==> src/common/tpt_pkg.sv <==
package tpt_pkg;
  // apb map
  localparam logic [7:0] OFS_STATUS = 8'h00;
  localparam logic [7:0] OFS_CLEAR = 8'h04;
  localparam logic [7:0] OFS_ENABLE = 8'h08;
  localparam logic [7:0] OFS_NODE = 8'h0c;
  localparam logic [7:0] OFS_COMM = 8'h10;
  localparam logic [7:0] OFS_LIM_LO = 8'h14;
  localparam logic [7:0] OFS_LIM_HI = 8'h18;
  localparam logic [7:0] OFS_ARMED = 8'h1c;
  // status bits
  localparam int EV_TPDO = 0;
  localparam int EV_ACK = 1;
  localparam int EV_SAVE = 2;
  localparam int EV_RESTORE = 3;
  localparam int EV_LIMIT = 4;
  localparam int EV_W = 5;
  // reset and factory values
  localparam logic [6:0] NODE_RST = 7'h01;
  localparam logic [7:0] TTYPE_FACT = 8'hfe;
  localparam logic [15:0] ETIMER_FACT = 16'h0000;
  localparam logic [31:0] LIM_LO_FACT = 32'h00000000;
  localparam logic [31:0] LIM_HI_FACT = 32'h00000000;
  // transmission types
  localparam logic [7:0] TT_SYNC_MIN = 8'h01;
  localparam logic [7:0] TT_SYNC_MAX = 8'hf0;
  localparam logic [7:0] TT_TIMER = 8'hfe;
  localparam logic [7:0] TT_EVENT = 8'hff;
  // sdo framing
  localparam logic [10:0] SDO_RX_BASE = 11'h600;
  localparam logic [10:0] SDO_TX_BASE = 11'h580;
  localparam logic [3:0] SDO_DLC = 4'h8;
  localparam logic [7:0] CMD_DL4 = 8'h22;
  localparam logic [7:0] CMD_ACK = 8'h60;
  // object dictionary
  localparam logic [15:0] IDX_TPDO1 = 16'h1800;
  localparam logic [7:0] SUB_TTYPE = 8'h02;
  localparam logic [7:0] SUB_ETIMER = 8'h05;
  localparam logic [15:0] IDX_LIM_LO = 16'h6134;
  localparam logic [15:0] IDX_LIM_HI = 16'h6135;
  localparam logic [15:0] IDX_SAVE = 16'h1010;
  localparam logic [15:0] IDX_LOAD = 16'h1011;
  localparam logic [7:0] SUB_ONE = 8'h01;
  // little-endian words of the ascii signatures
  localparam logic [31:0] SIG_SAVE = 32'h65766173;
  localparam logic [31:0] SIG_LOAD = 32'h64616f6c;
  // hysteresis: 1 percent as a 2^-30 fraction
  localparam logic [23:0] PCT_MUL = 24'ha3d70a;
endpackage : tpt_pkg

==> src/rtl/tpt_trigger.sv <==
`timescale 1ns/1ps
// Functional notes
// - transmission type 0xfe sends the pdo each time the event timer ends.
// - the event timer is a 16-bit millisecond period at 1800/05.
// - an event timer of zero stops timer-based sending.
// - types 1..240 send the pdo once per n sync messages, n being the type.
// - the transmission type sits at 1800/02, written by expedited download.
// - type 0xff sends only on limit events, never on sync or timer.
// - lower and upper float32 limits sit at 6134/01 and 6135/01, le order.
// - in event mode the pdo is sent each time the value leaves the range.
// - a new event needs the value back inside the range by 1 percent.
// - each good write gets 0x580+node, dlc 8, 0x60, index, sub, zeros.
// - "save" at 1010/01 stores the set to nvm and is acknowledged.
// - "load" at 1011/01 restores factory type, timer and limits and is acknowledged.
module tpt_trigger
  import tpt_pkg::*;
(
  input wire logic core_clk,
  input wire logic rst_n,
  input wire logic psel,
  input wire logic penable,
  input wire logic pwrite,
  input wire logic [7:0] paddr,
  input wire logic [31:0] pwdata,
  output logic [31:0] prdata,
  output logic pready,
  output logic pslverr,
  input wire logic rx_valid,
  output logic rx_ready,
  input wire logic [10:0] rx_id,
  input wire logic [3:0] rx_dlc,
  input wire logic [63:0] rx_data,
  output logic tx_valid,
  input wire logic tx_ready,
  output logic [10:0] tx_id,
  output logic [3:0] tx_dlc,
  output logic [63:0] tx_data,
  input wire logic sync_pulse,
  input wire logic ms_tick,
  input wire logic pv_valid,
  input wire logic [31:0] pv_value,
  output logic tpdo_send,
  output logic nvm_save,
  output logic nvm_restore,
  output logic irq
);

  function automatic logic [31:0] tpt_key(input logic [31:0] f);
    tpt_key = f[31] ? ~f : {1'b1, f[30:0]};
  endfunction : tpt_key

  // moves a float magnitude up or down by 1 percent
  function automatic logic [31:0] tpt_bump(input logic [31:0] f,
                                           input logic grow);
    logic [47:0] p;
    logic [24:0] s;
    p = {1'b1, f[22:0]} * PCT_MUL;
    if (f[30:23] == 8'h00)
      tpt_bump = f;
    else if (grow)
    begin
      s = {2'b01, f[22:0]} + {7'h00, p[47:30]};
      tpt_bump = s[24] ? {f[31], f[30:23] + 8'h01, s[23:1]}
                       : {f[31], f[30:23], s[22:0]};
    end
    else
    begin
      s = {2'b01, f[22:0]} - {7'h00, p[47:30]};
      tpt_bump = s[23] ? {f[31], f[30:23], s[22:0]}
                       : {f[31], f[30:23] - 8'h01, s[21:0], 1'b0};
    end
  endfunction : tpt_bump

  //////////////////////////////////////////////////////////////////////////
  // sdo decode
  logic [7:0] ttype_reg, ttype_next;
  logic [15:0] etimer_reg, etimer_next;
  logic [31:0] lo_reg, lo_next, hi_reg, hi_next;
  logic [6:0] node_reg, node_next;
  logic [15:0] idx;
  logic [7:0] sub;
  logic [31:0] wdat;
  logic sdo_hit, wr_tt, wr_et, wr_lo, wr_hi, wr_save, wr_load, wr_ok;
  assign idx = rx_data[23:8];
  assign sub = rx_data[31:24];
  assign wdat = rx_data[63:32];
  assign rx_ready = !tx_valid;
  assign sdo_hit = rx_valid && rx_ready && rx_dlc == SDO_DLC
    && rx_id == SDO_RX_BASE + {4'h0, node_reg}
    && rx_data[7:0] == CMD_DL4;
  assign wr_tt = sdo_hit && idx == IDX_TPDO1 && sub == SUB_TTYPE;
  assign wr_et = sdo_hit && idx == IDX_TPDO1 && sub == SUB_ETIMER;
  assign wr_lo = sdo_hit && idx == IDX_LIM_LO && sub == SUB_ONE;
  assign wr_hi = sdo_hit && idx == IDX_LIM_HI && sub == SUB_ONE;
  assign wr_save = sdo_hit && idx == IDX_SAVE && sub == SUB_ONE
    && wdat == SIG_SAVE;
  assign wr_load = sdo_hit && idx == IDX_LOAD && sub == SUB_ONE
    && wdat == SIG_LOAD;
  assign wr_ok = wr_tt | wr_et | wr_lo | wr_hi | wr_save | wr_load;
  always_comb
  begin
    ttype_next = ttype_reg;
    etimer_next = etimer_reg;
    lo_next = lo_reg;
    hi_next = hi_reg;
    if (wr_load)
    begin
      ttype_next = TTYPE_FACT;
      etimer_next = ETIMER_FACT;
      lo_next = LIM_LO_FACT;
      hi_next = LIM_HI_FACT;
    end
    if (wr_tt)
      ttype_next = wdat[7:0];
    if (wr_et)
      etimer_next = wdat[15:0];
    if (wr_lo)
      lo_next = wdat;
    if (wr_hi)
      hi_next = wdat;
  end
  always_ff @(posedge core_clk)
  begin
    if (!rst_n)
    begin
      ttype_reg <= TTYPE_FACT;
      etimer_reg <= ETIMER_FACT;
      lo_reg <= LIM_LO_FACT;
      hi_reg <= LIM_HI_FACT;
    end
    else
    begin
      ttype_reg <= ttype_next;
      etimer_reg <= etimer_next;
      lo_reg <= lo_next;
      hi_reg <= hi_next;
    end
  end

  //////////////////////////////////////////////////////////////////////////
  // acknowledge frame
  logic tx_valid_reg, tx_valid_next;
  logic [63:0] tx_data_reg, tx_data_next;
  logic save_reg, save_next, load_reg, load_next;
  always_comb
  begin
    tx_valid_next = tx_valid_reg && !tx_ready;
    tx_data_next = tx_data_reg;
    save_next = wr_save;
    load_next = wr_load;
    if (wr_ok)
    begin
      tx_valid_next = 1'b1;
      tx_data_next = {32'h0, sub, idx, CMD_ACK};
    end
  end
  always_ff @(posedge core_clk)
  begin
    if (!rst_n)
    begin
      tx_valid_reg <= 1'b0;
      tx_data_reg <= 64'h0;
      save_reg <= 1'b0;
      load_reg <= 1'b0;
    end
    else
    begin
      tx_valid_reg <= tx_valid_next;
      tx_data_reg <= tx_data_next;
      save_reg <= save_next;
      load_reg <= load_next;
    end
  end

  assign tx_valid = tx_valid_reg;
  assign tx_data = tx_data_reg;
  assign tx_id = SDO_TX_BASE + {4'h0, node_reg};
  assign tx_dlc = SDO_DLC;
  assign nvm_save = save_reg;
  assign nvm_restore = load_reg;

  //////////////////////////////////////////////////////////////////////////
  // triggers
  logic [15:0] ms_cnt_reg, ms_cnt_next;
  logic [7:0] sync_cnt_reg, sync_cnt_next;
  logic armed_reg, armed_next, send_reg, send_next;
  logic mode_sync, fire_tmr, fire_sync, fire_evt, out_rng, in_band;
  logic [31:0] key_pv;
  assign mode_sync = ttype_reg >= TT_SYNC_MIN && ttype_reg <= TT_SYNC_MAX;
  assign fire_tmr = ttype_reg == TT_TIMER && etimer_reg != 16'h0
    && ms_tick && ms_cnt_reg + 16'h1 >= etimer_reg;
  assign fire_sync = mode_sync && sync_pulse
    && sync_cnt_reg + 8'h1 >= ttype_reg;
  assign key_pv = tpt_key(pv_value);
  assign out_rng = key_pv < tpt_key(lo_reg) || key_pv > tpt_key(hi_reg);
  assign in_band = key_pv > tpt_key(tpt_bump(lo_reg, !lo_reg[31]))
    && key_pv < tpt_key(tpt_bump(hi_reg, hi_reg[31]));
  assign fire_evt = ttype_reg == TT_EVENT && pv_valid && armed_reg
    && out_rng;
  always_comb
  begin
    ms_cnt_next = ms_cnt_reg;
    sync_cnt_next = sync_cnt_reg;
    armed_next = armed_reg;
    send_next = fire_tmr | fire_sync | fire_evt;
    if (wr_et || wr_tt || wr_load || ttype_reg != TT_TIMER)
      ms_cnt_next = 16'h0;
    else if (ms_tick)
      ms_cnt_next = fire_tmr ? 16'h0 : ms_cnt_reg + 16'h1;
    if (wr_tt || wr_load || !mode_sync)
      sync_cnt_next = 8'h0;
    else if (sync_pulse)
      sync_cnt_next = fire_sync ? 8'h0 : sync_cnt_reg + 8'h1;
    if (fire_evt)
      armed_next = 1'b0;
    else if (pv_valid && in_band)
      armed_next = 1'b1;
  end
  always_ff @(posedge core_clk)
  begin
    if (!rst_n)
    begin
      ms_cnt_reg <= 16'h0;
      sync_cnt_reg <= 8'h0;
      armed_reg <= 1'b0;
      send_reg <= 1'b0;
    end
    else
    begin
      ms_cnt_reg <= ms_cnt_next;
      sync_cnt_reg <= sync_cnt_next;
      armed_reg <= armed_next;
      send_reg <= send_next;
    end
  end

  assign tpdo_send = send_reg;

  //////////////////////////////////////////////////////////////////////////
  // apb slave and interrupt
  logic [EV_W-1:0] status_reg, status_next, enable_reg, enable_next;
  logic [EV_W-1:0] ev;
  logic [31:0] prdata_reg, prdata_next;
  logic wr_acc, map_hit;
  assign ev = {fire_evt, wr_load, wr_save, wr_ok, send_next};
  assign wr_acc = psel && penable && pwrite;
  assign map_hit = paddr <= OFS_ARMED && paddr[1:0] == 2'b00;
  assign pready = 1'b1;
  assign pslverr = psel && penable && !map_hit;
  always_comb
  begin
    status_next = status_reg | ev;
    enable_next = enable_reg;
    node_next = node_reg;
    prdata_next = prdata_reg;
    if (wr_acc && paddr == OFS_CLEAR)
      status_next = (status_reg & ~pwdata[EV_W-1:0]) | ev;
    if (wr_acc && paddr == OFS_ENABLE)
      enable_next = pwdata[EV_W-1:0];
    if (wr_acc && paddr == OFS_NODE)
      node_next = pwdata[6:0];
    if (psel && !penable)
    begin
      unique case (paddr)
        OFS_STATUS: prdata_next = {27'h0, status_reg};
        OFS_ENABLE: prdata_next = {27'h0, enable_reg};
        OFS_NODE: prdata_next = {25'h0, node_reg};
        OFS_COMM: prdata_next = {8'h0, etimer_reg, ttype_reg};
        OFS_LIM_LO: prdata_next = lo_reg;
        OFS_LIM_HI: prdata_next = hi_reg;
        OFS_ARMED: prdata_next = {31'h0, armed_reg};
        default: prdata_next = 32'h0;
      endcase
    end
  end
  always_ff @(posedge core_clk)
  begin
    if (!rst_n)
    begin
      status_reg <= '0;
      enable_reg <= '0;
      node_reg <= NODE_RST;
      prdata_reg <= 32'h0;
    end
    else
    begin
      status_reg <= status_next;
      enable_reg <= enable_next;
      node_reg <= node_next;
      prdata_reg <= prdata_next;
    end
  end

  assign prdata = prdata_reg;
  assign irq = |(status_reg & enable_reg);
endmodule : tpt_trigger

==> config.mk <==
export PLATFORM = sky130hd
export DESIGN_NAME = tpt_trigger
export DESIGN_NICKNAME = d
export VERILOG_FILES = /design/src/common/tpt_pkg.sv /design/src/rtl/tpt_trigger.sv
export SDC_FILE = /design/constraint.sdc
export NUM_CORES = 2
export LEC_CHECK = 0
export ABC_CLOCK_PERIOD_IN_PS = 12600
export BUFFER_PORTS_ARGS = -buffer_cell sky130_fd_sc_hd__buf_2
export CORE_UTILIZATION = 45
export CTS_BUF_LIST = sky130_fd_sc_hd__clkbuf_4 sky130_fd_sc_hd__clkbuf_8 sky130_fd_sc_hd__clkbuf_16
export DETAILED_ROUTE_END_ITERATION = 16
export PLACE_DENSITY = 0.59
export RECOVER_POWER = 100
export REMOVE_ABC_BUFFERS = 1
export SYNTH_ARGS = -nofsm -noshare
export SYNTH_HDL_FRONTEND = slang
export SYNTH_SLANG_ARGS = --single-unit
==> constraint.sdc <==
create_clock -name core_clk -period 12.6 [get_ports core_clk]
set_input_delay 0.63 -clock core_clk [delete_from_list [all_inputs] [get_ports core_clk]]
set_output_delay 0.63 -clock core_clk [all_outputs]
set_load 0.02 [all_outputs]
==> Implementation_results.wiki <==
{| class="wikitable"
! Metric !! Value
|-
| Multi-input gate area || 30940 sq um
|-
| Switching share of total power || between 30% and 40%
|-
| Headroom to the max-slew limit || -117.2%
|-
| Tightest Pin Transition || about 3.3 ns
|-
| Total wire length || roughly 120000 um
|-
| Number of antenna violations at the first check in global routing || 1
|-
| Power density over cell area || between 30 and 40 nW/um^2
|-
| Share of flip-flops with an asynchronous set or reset after synthesis || 0%
|-
| Most common library cell in the layout ignoring fill and taps || sky130_fd_sc_hd__ha_1
|-
| Fraction of final layout cells sized beyond drive strength 1 || slightly below 7%
|-
| Wire length of the first global-routing pass || roughly 180000 um
|-
| Post-CTS Setup Repair Bufs || 0
|-
| Dominant cells by area after synthesis || sky130_fd_sc_hd__ha_1, sky130_fd_sc_hd__fa_1, sky130_fd_sc_hd__dfxtp_1, sky130_fd_sc_hd__inv_1, sky130_fd_sc_hd__xnor2_1
|-
| Cell type with the largest total area after synthesis || sky130_fd_sc_hd__ha_1
|-
| Maximum vdd ir drop || 0.08604 mV
|-
| Failing checks || max-capacitance violations, max-slew violations
|-
| Avg Synthesized Cell Area || between 8 and 9 sq um
|-
| Most common cell type on the critical path || sky130_fd_sc_hd__inv_1
|-
| Int Power || 949.8 uW
|-
| Max Fclk || about 85 MHz
|-
| Worst Path Class, Setup || reg2reg
|-
| Placement Rows || 106
|-
| Reg-to-reg slack, setup || roughly 0.77 ns
|-
| Synth warnings || 0
|-
| Cell count after synthesis || 4458
|-
| Post-synthesis instance area || around 38000 sq um
|-
| DP HPWL || slightly below 100000 um
|-
| Most used flip-flop cell after synthesis || sky130_fd_sc_hd__dfxtp_1
|-
| Area used by sequential logic in the layout || ~3800 sq um
|-
| Tcrit/Tclk final || between 90 and 100%
|-
| Post-CTS clock slew at the launch and capture registers of the worst setup and hold paths || ~0.090 ns
|-
| Status || finished with violations
|-
| Total clock sinks || about 190
|-
| Clock latency on the worst-skew pair || 0.46 ns
|-
| Combinational family with the most area after synthesis || adder cells
|-
| Filler Cells Inserted || 8308
|-
| Area of the core region || ~84000 sq um
|-
| Area of the die || ~86000 sq um
|-
| First-pass iteration count of the detailed router || 7
|-
| Top library cells by usage in the layout, fill and taps aside || sky130_fd_sc_hd__ha_1, sky130_fd_sc_hd__inv_1, sky130_fd_sc_hd__fa_1, sky130_fd_sc_hd__nor2_1, sky130_fd_sc_hd__a21oi_1
|-
| Layout overhead on the synthesized area || 7.510%
|-
| Maximum number of pins on one net before global-route repair || 74
|-
| Effective utilization at floorplan || 45.68%
|-
| Data required time of the critical path || around 13 ns
|-
| Area share of xor/xnor cells in the synthesized design || ~5.4%
|-
| Bufs on Longest Clock Path || 2
|-
| CTS buffer count || 17
|-
| Final max-slew violation count || ~200
|-
| Via count of the first global-routing pass || approximately 31k
|-
| Vias post-DR || about 32k
|-
| Width of the die || about 290 um
|-
| Relative contribution of combinational cells to total power || about 15%
|-
| Share of the yosys chip area belonging to registers || between 9 and 10%
|-
| Share of Yosys cell area claimed by the top area cell type || between 20% and 30%
|-
| Via count normalized by instance count || approximately 5.6
|-
| Worst path max stage delay || 1.00 ns
|-
| Arrival time of data at the critical path endpoint || between 10 and 15 ns
|-
| HP Class || in2reg
|-
| Share of synthesized cell area in full adder, half adder and majority cells || a little under half
|-
| Overall Global Routing Usage || 27.60%
|-
| IO buf count || roughly 210
|-
| Antenna Nets Post-Route || 0
|-
| I/O pin total || 280
|-
| Hold Fails Final Rpt || 0
|-
| Total power of the final layout || 1.366 mW
|-
| Simple-Gate Fraction of Synth Area || roughly an eighth
|-
| Leak Pwr || about 21 nW
|-
| Flop and latch count out of synthesis || roughly 190
|-
| Final setup violating endpoints || 0
|-
| CP Max Fanout || 28
|-
| Clock share of power || 40.3%
|-
| Final sum of negative setup slack || 0 ns
|-
| Post-synth EDFFs || 0
|-
| Die height || approximately 300 um
|-
| Max cap viols || 5
|-
| Layout Skew || about 0.022 ns
|-
| DRC marker count from the first detailed-route iteration || between 2k and 2.5k
|-
| Area fraction in compound gates after synthesis || between 15 and 20%
|-
| Global placement routability congestion || between 0.9 and 1
|-
| Nature of the critical path startpoint || flip-flop
|-
| Net Switching || between 400 and 500 uW
|-
| CP max-delay cell || sky130_fd_sc_hd__dfxtp_1
|-
| Total global routing overflow || 0
|-
| Final-stage net count || between 5k and 6k
|-
| Part of the power in registers || 44.3%
|-
| Setup repair after global routing missed its margin || false
|-
| TritonCTS clock tree || done
|-
| Sort of element at the end of the critical path || flip-flop
|-
| Clock period minus worst slack || about 12 ns
|-
| Average wire length per cell after detail routing || approximately 21 um
|-
| Number of unique standard cell types used by synthesis || just over 90
|-
| Multiplexer area fraction after synthesis || 1.856%
|-
| Master cell of the clock root buffer || sky130_fd_sc_hd__clkbuf_16
|-
| H-tree depth || 4
|-
| Post-detailed-route DRC marker count || 0
|}
==> final timing paths <==
path,startpoint,endpoint,cells past startpoint
max reg2reg,hi_reg[9],armed_reg,45
min reg2reg,tx_data[19],tx_data[19],2
max,hi_reg[9],armed_reg,45
min,pwdata[5],node_reg[5],3
==> critical path: cells and delay by family (launching register included) <==
kind / cells / cell delay, ns
fa+ha+maj: 10 / 4.41
compound gates: 18 / 3.92
simple gates: 6 / 1.10
flops: 1 / 1.00
buf+inv: 9 / 0.93
xor+xnor: 1 / 0.18
mux: 1 / 0.18
==> power groups by stage <==
stage | Sequential (mW) | Combinational [mW] | Clock, mW
after global routing | 0.605 | 0.234 | 0.583
after global placement | 0.619 | 0.204 | 0
after CTS | 0.605 | 0.208 | 0.555
after floorplan | 0.619 | 0.121 | 0
final | 0.605 | 0.210 | 0.551
after detailed placement | 0.619 | 0.207 | 0
==> per-layer routing <==
metal	share of wire (%)	wire, um	global-route usage [%]
met4	2.8	3347	6.987
met2	47	56140	45.86
met5	0	0	0
met3	5.5	6564	2.976
met1	45	53510	38.03
==> Yosys cell counts (all sizes together), types with 9 or more instances <==
master     n
and4      11
fa       390
a21oi    255
or2       15
xnor2    165
buf       75
a22oi    102
o21a      21
xor2      73
o21ai    123
nor3      71
o21bai    17
a222oi     9
a211o     13
o211ai    18
inv      742
nor2     312
a31oi     43
nand2b    38
mux2i     52
nand2    223
and2      10
a21o      96
nand3     58
o31ai     17
nand3b    13
nor4b     11
ha       762
nor4      30
clkbuf   139
a311oi    12
or3       14
mux2      15
a211oi    32
dfxtp    191
nor2b     33
nand4     59
o311ai    10
and3      45
a2111oi   10
==> metrics by stage <==
stage	setup WS [ns]	cell area, sq um	util, %	std cells	hold WS, ns
floorplan	1.339	37510	-	4289	0.4481
global placement	0.8553	40780	48.57	5726	0.4264
detailed placement	0.8207	40780	48.57	5726	0.4320
CTS	0.7706	41360	49.27	5758	0.3860
global route	0.01388	41230	49.11	5759	0.3789
finish	0.7668	41230	49.11	5759	0.3943
==> area by class of cell <==
| class | count | area share [%] |
|---|---|---|
| clock inverter | 14 | 0.3581 |
| inverter | 745 | 6.788 |
| clock buffer | 18 | 1.065 |
| timing repair buffer | 303 | 4.018 |
| antenna | 1 | 0.006069 |
| multi-input combinational | 3353 | 75.04 |
| tap | 1134 | 3.441 |
| sequential | 191 | 9.283 |
==> cells by family after synthesis <==
kind of cell | after synthesis
compound gates | 878
xor+xnor | 238
fa+ha+maj | 1152
buf+inv | 959
flops | 191
mux | 68
other cells | 2
simple gates | 970
==> repair_timing <==
action,4_1_cts,5_1_grt
hold buffers,0,0
setup endpoints to repair,0,1
resized for setup,0,1
Note: power is estimated with default switching activity, not from simulation.
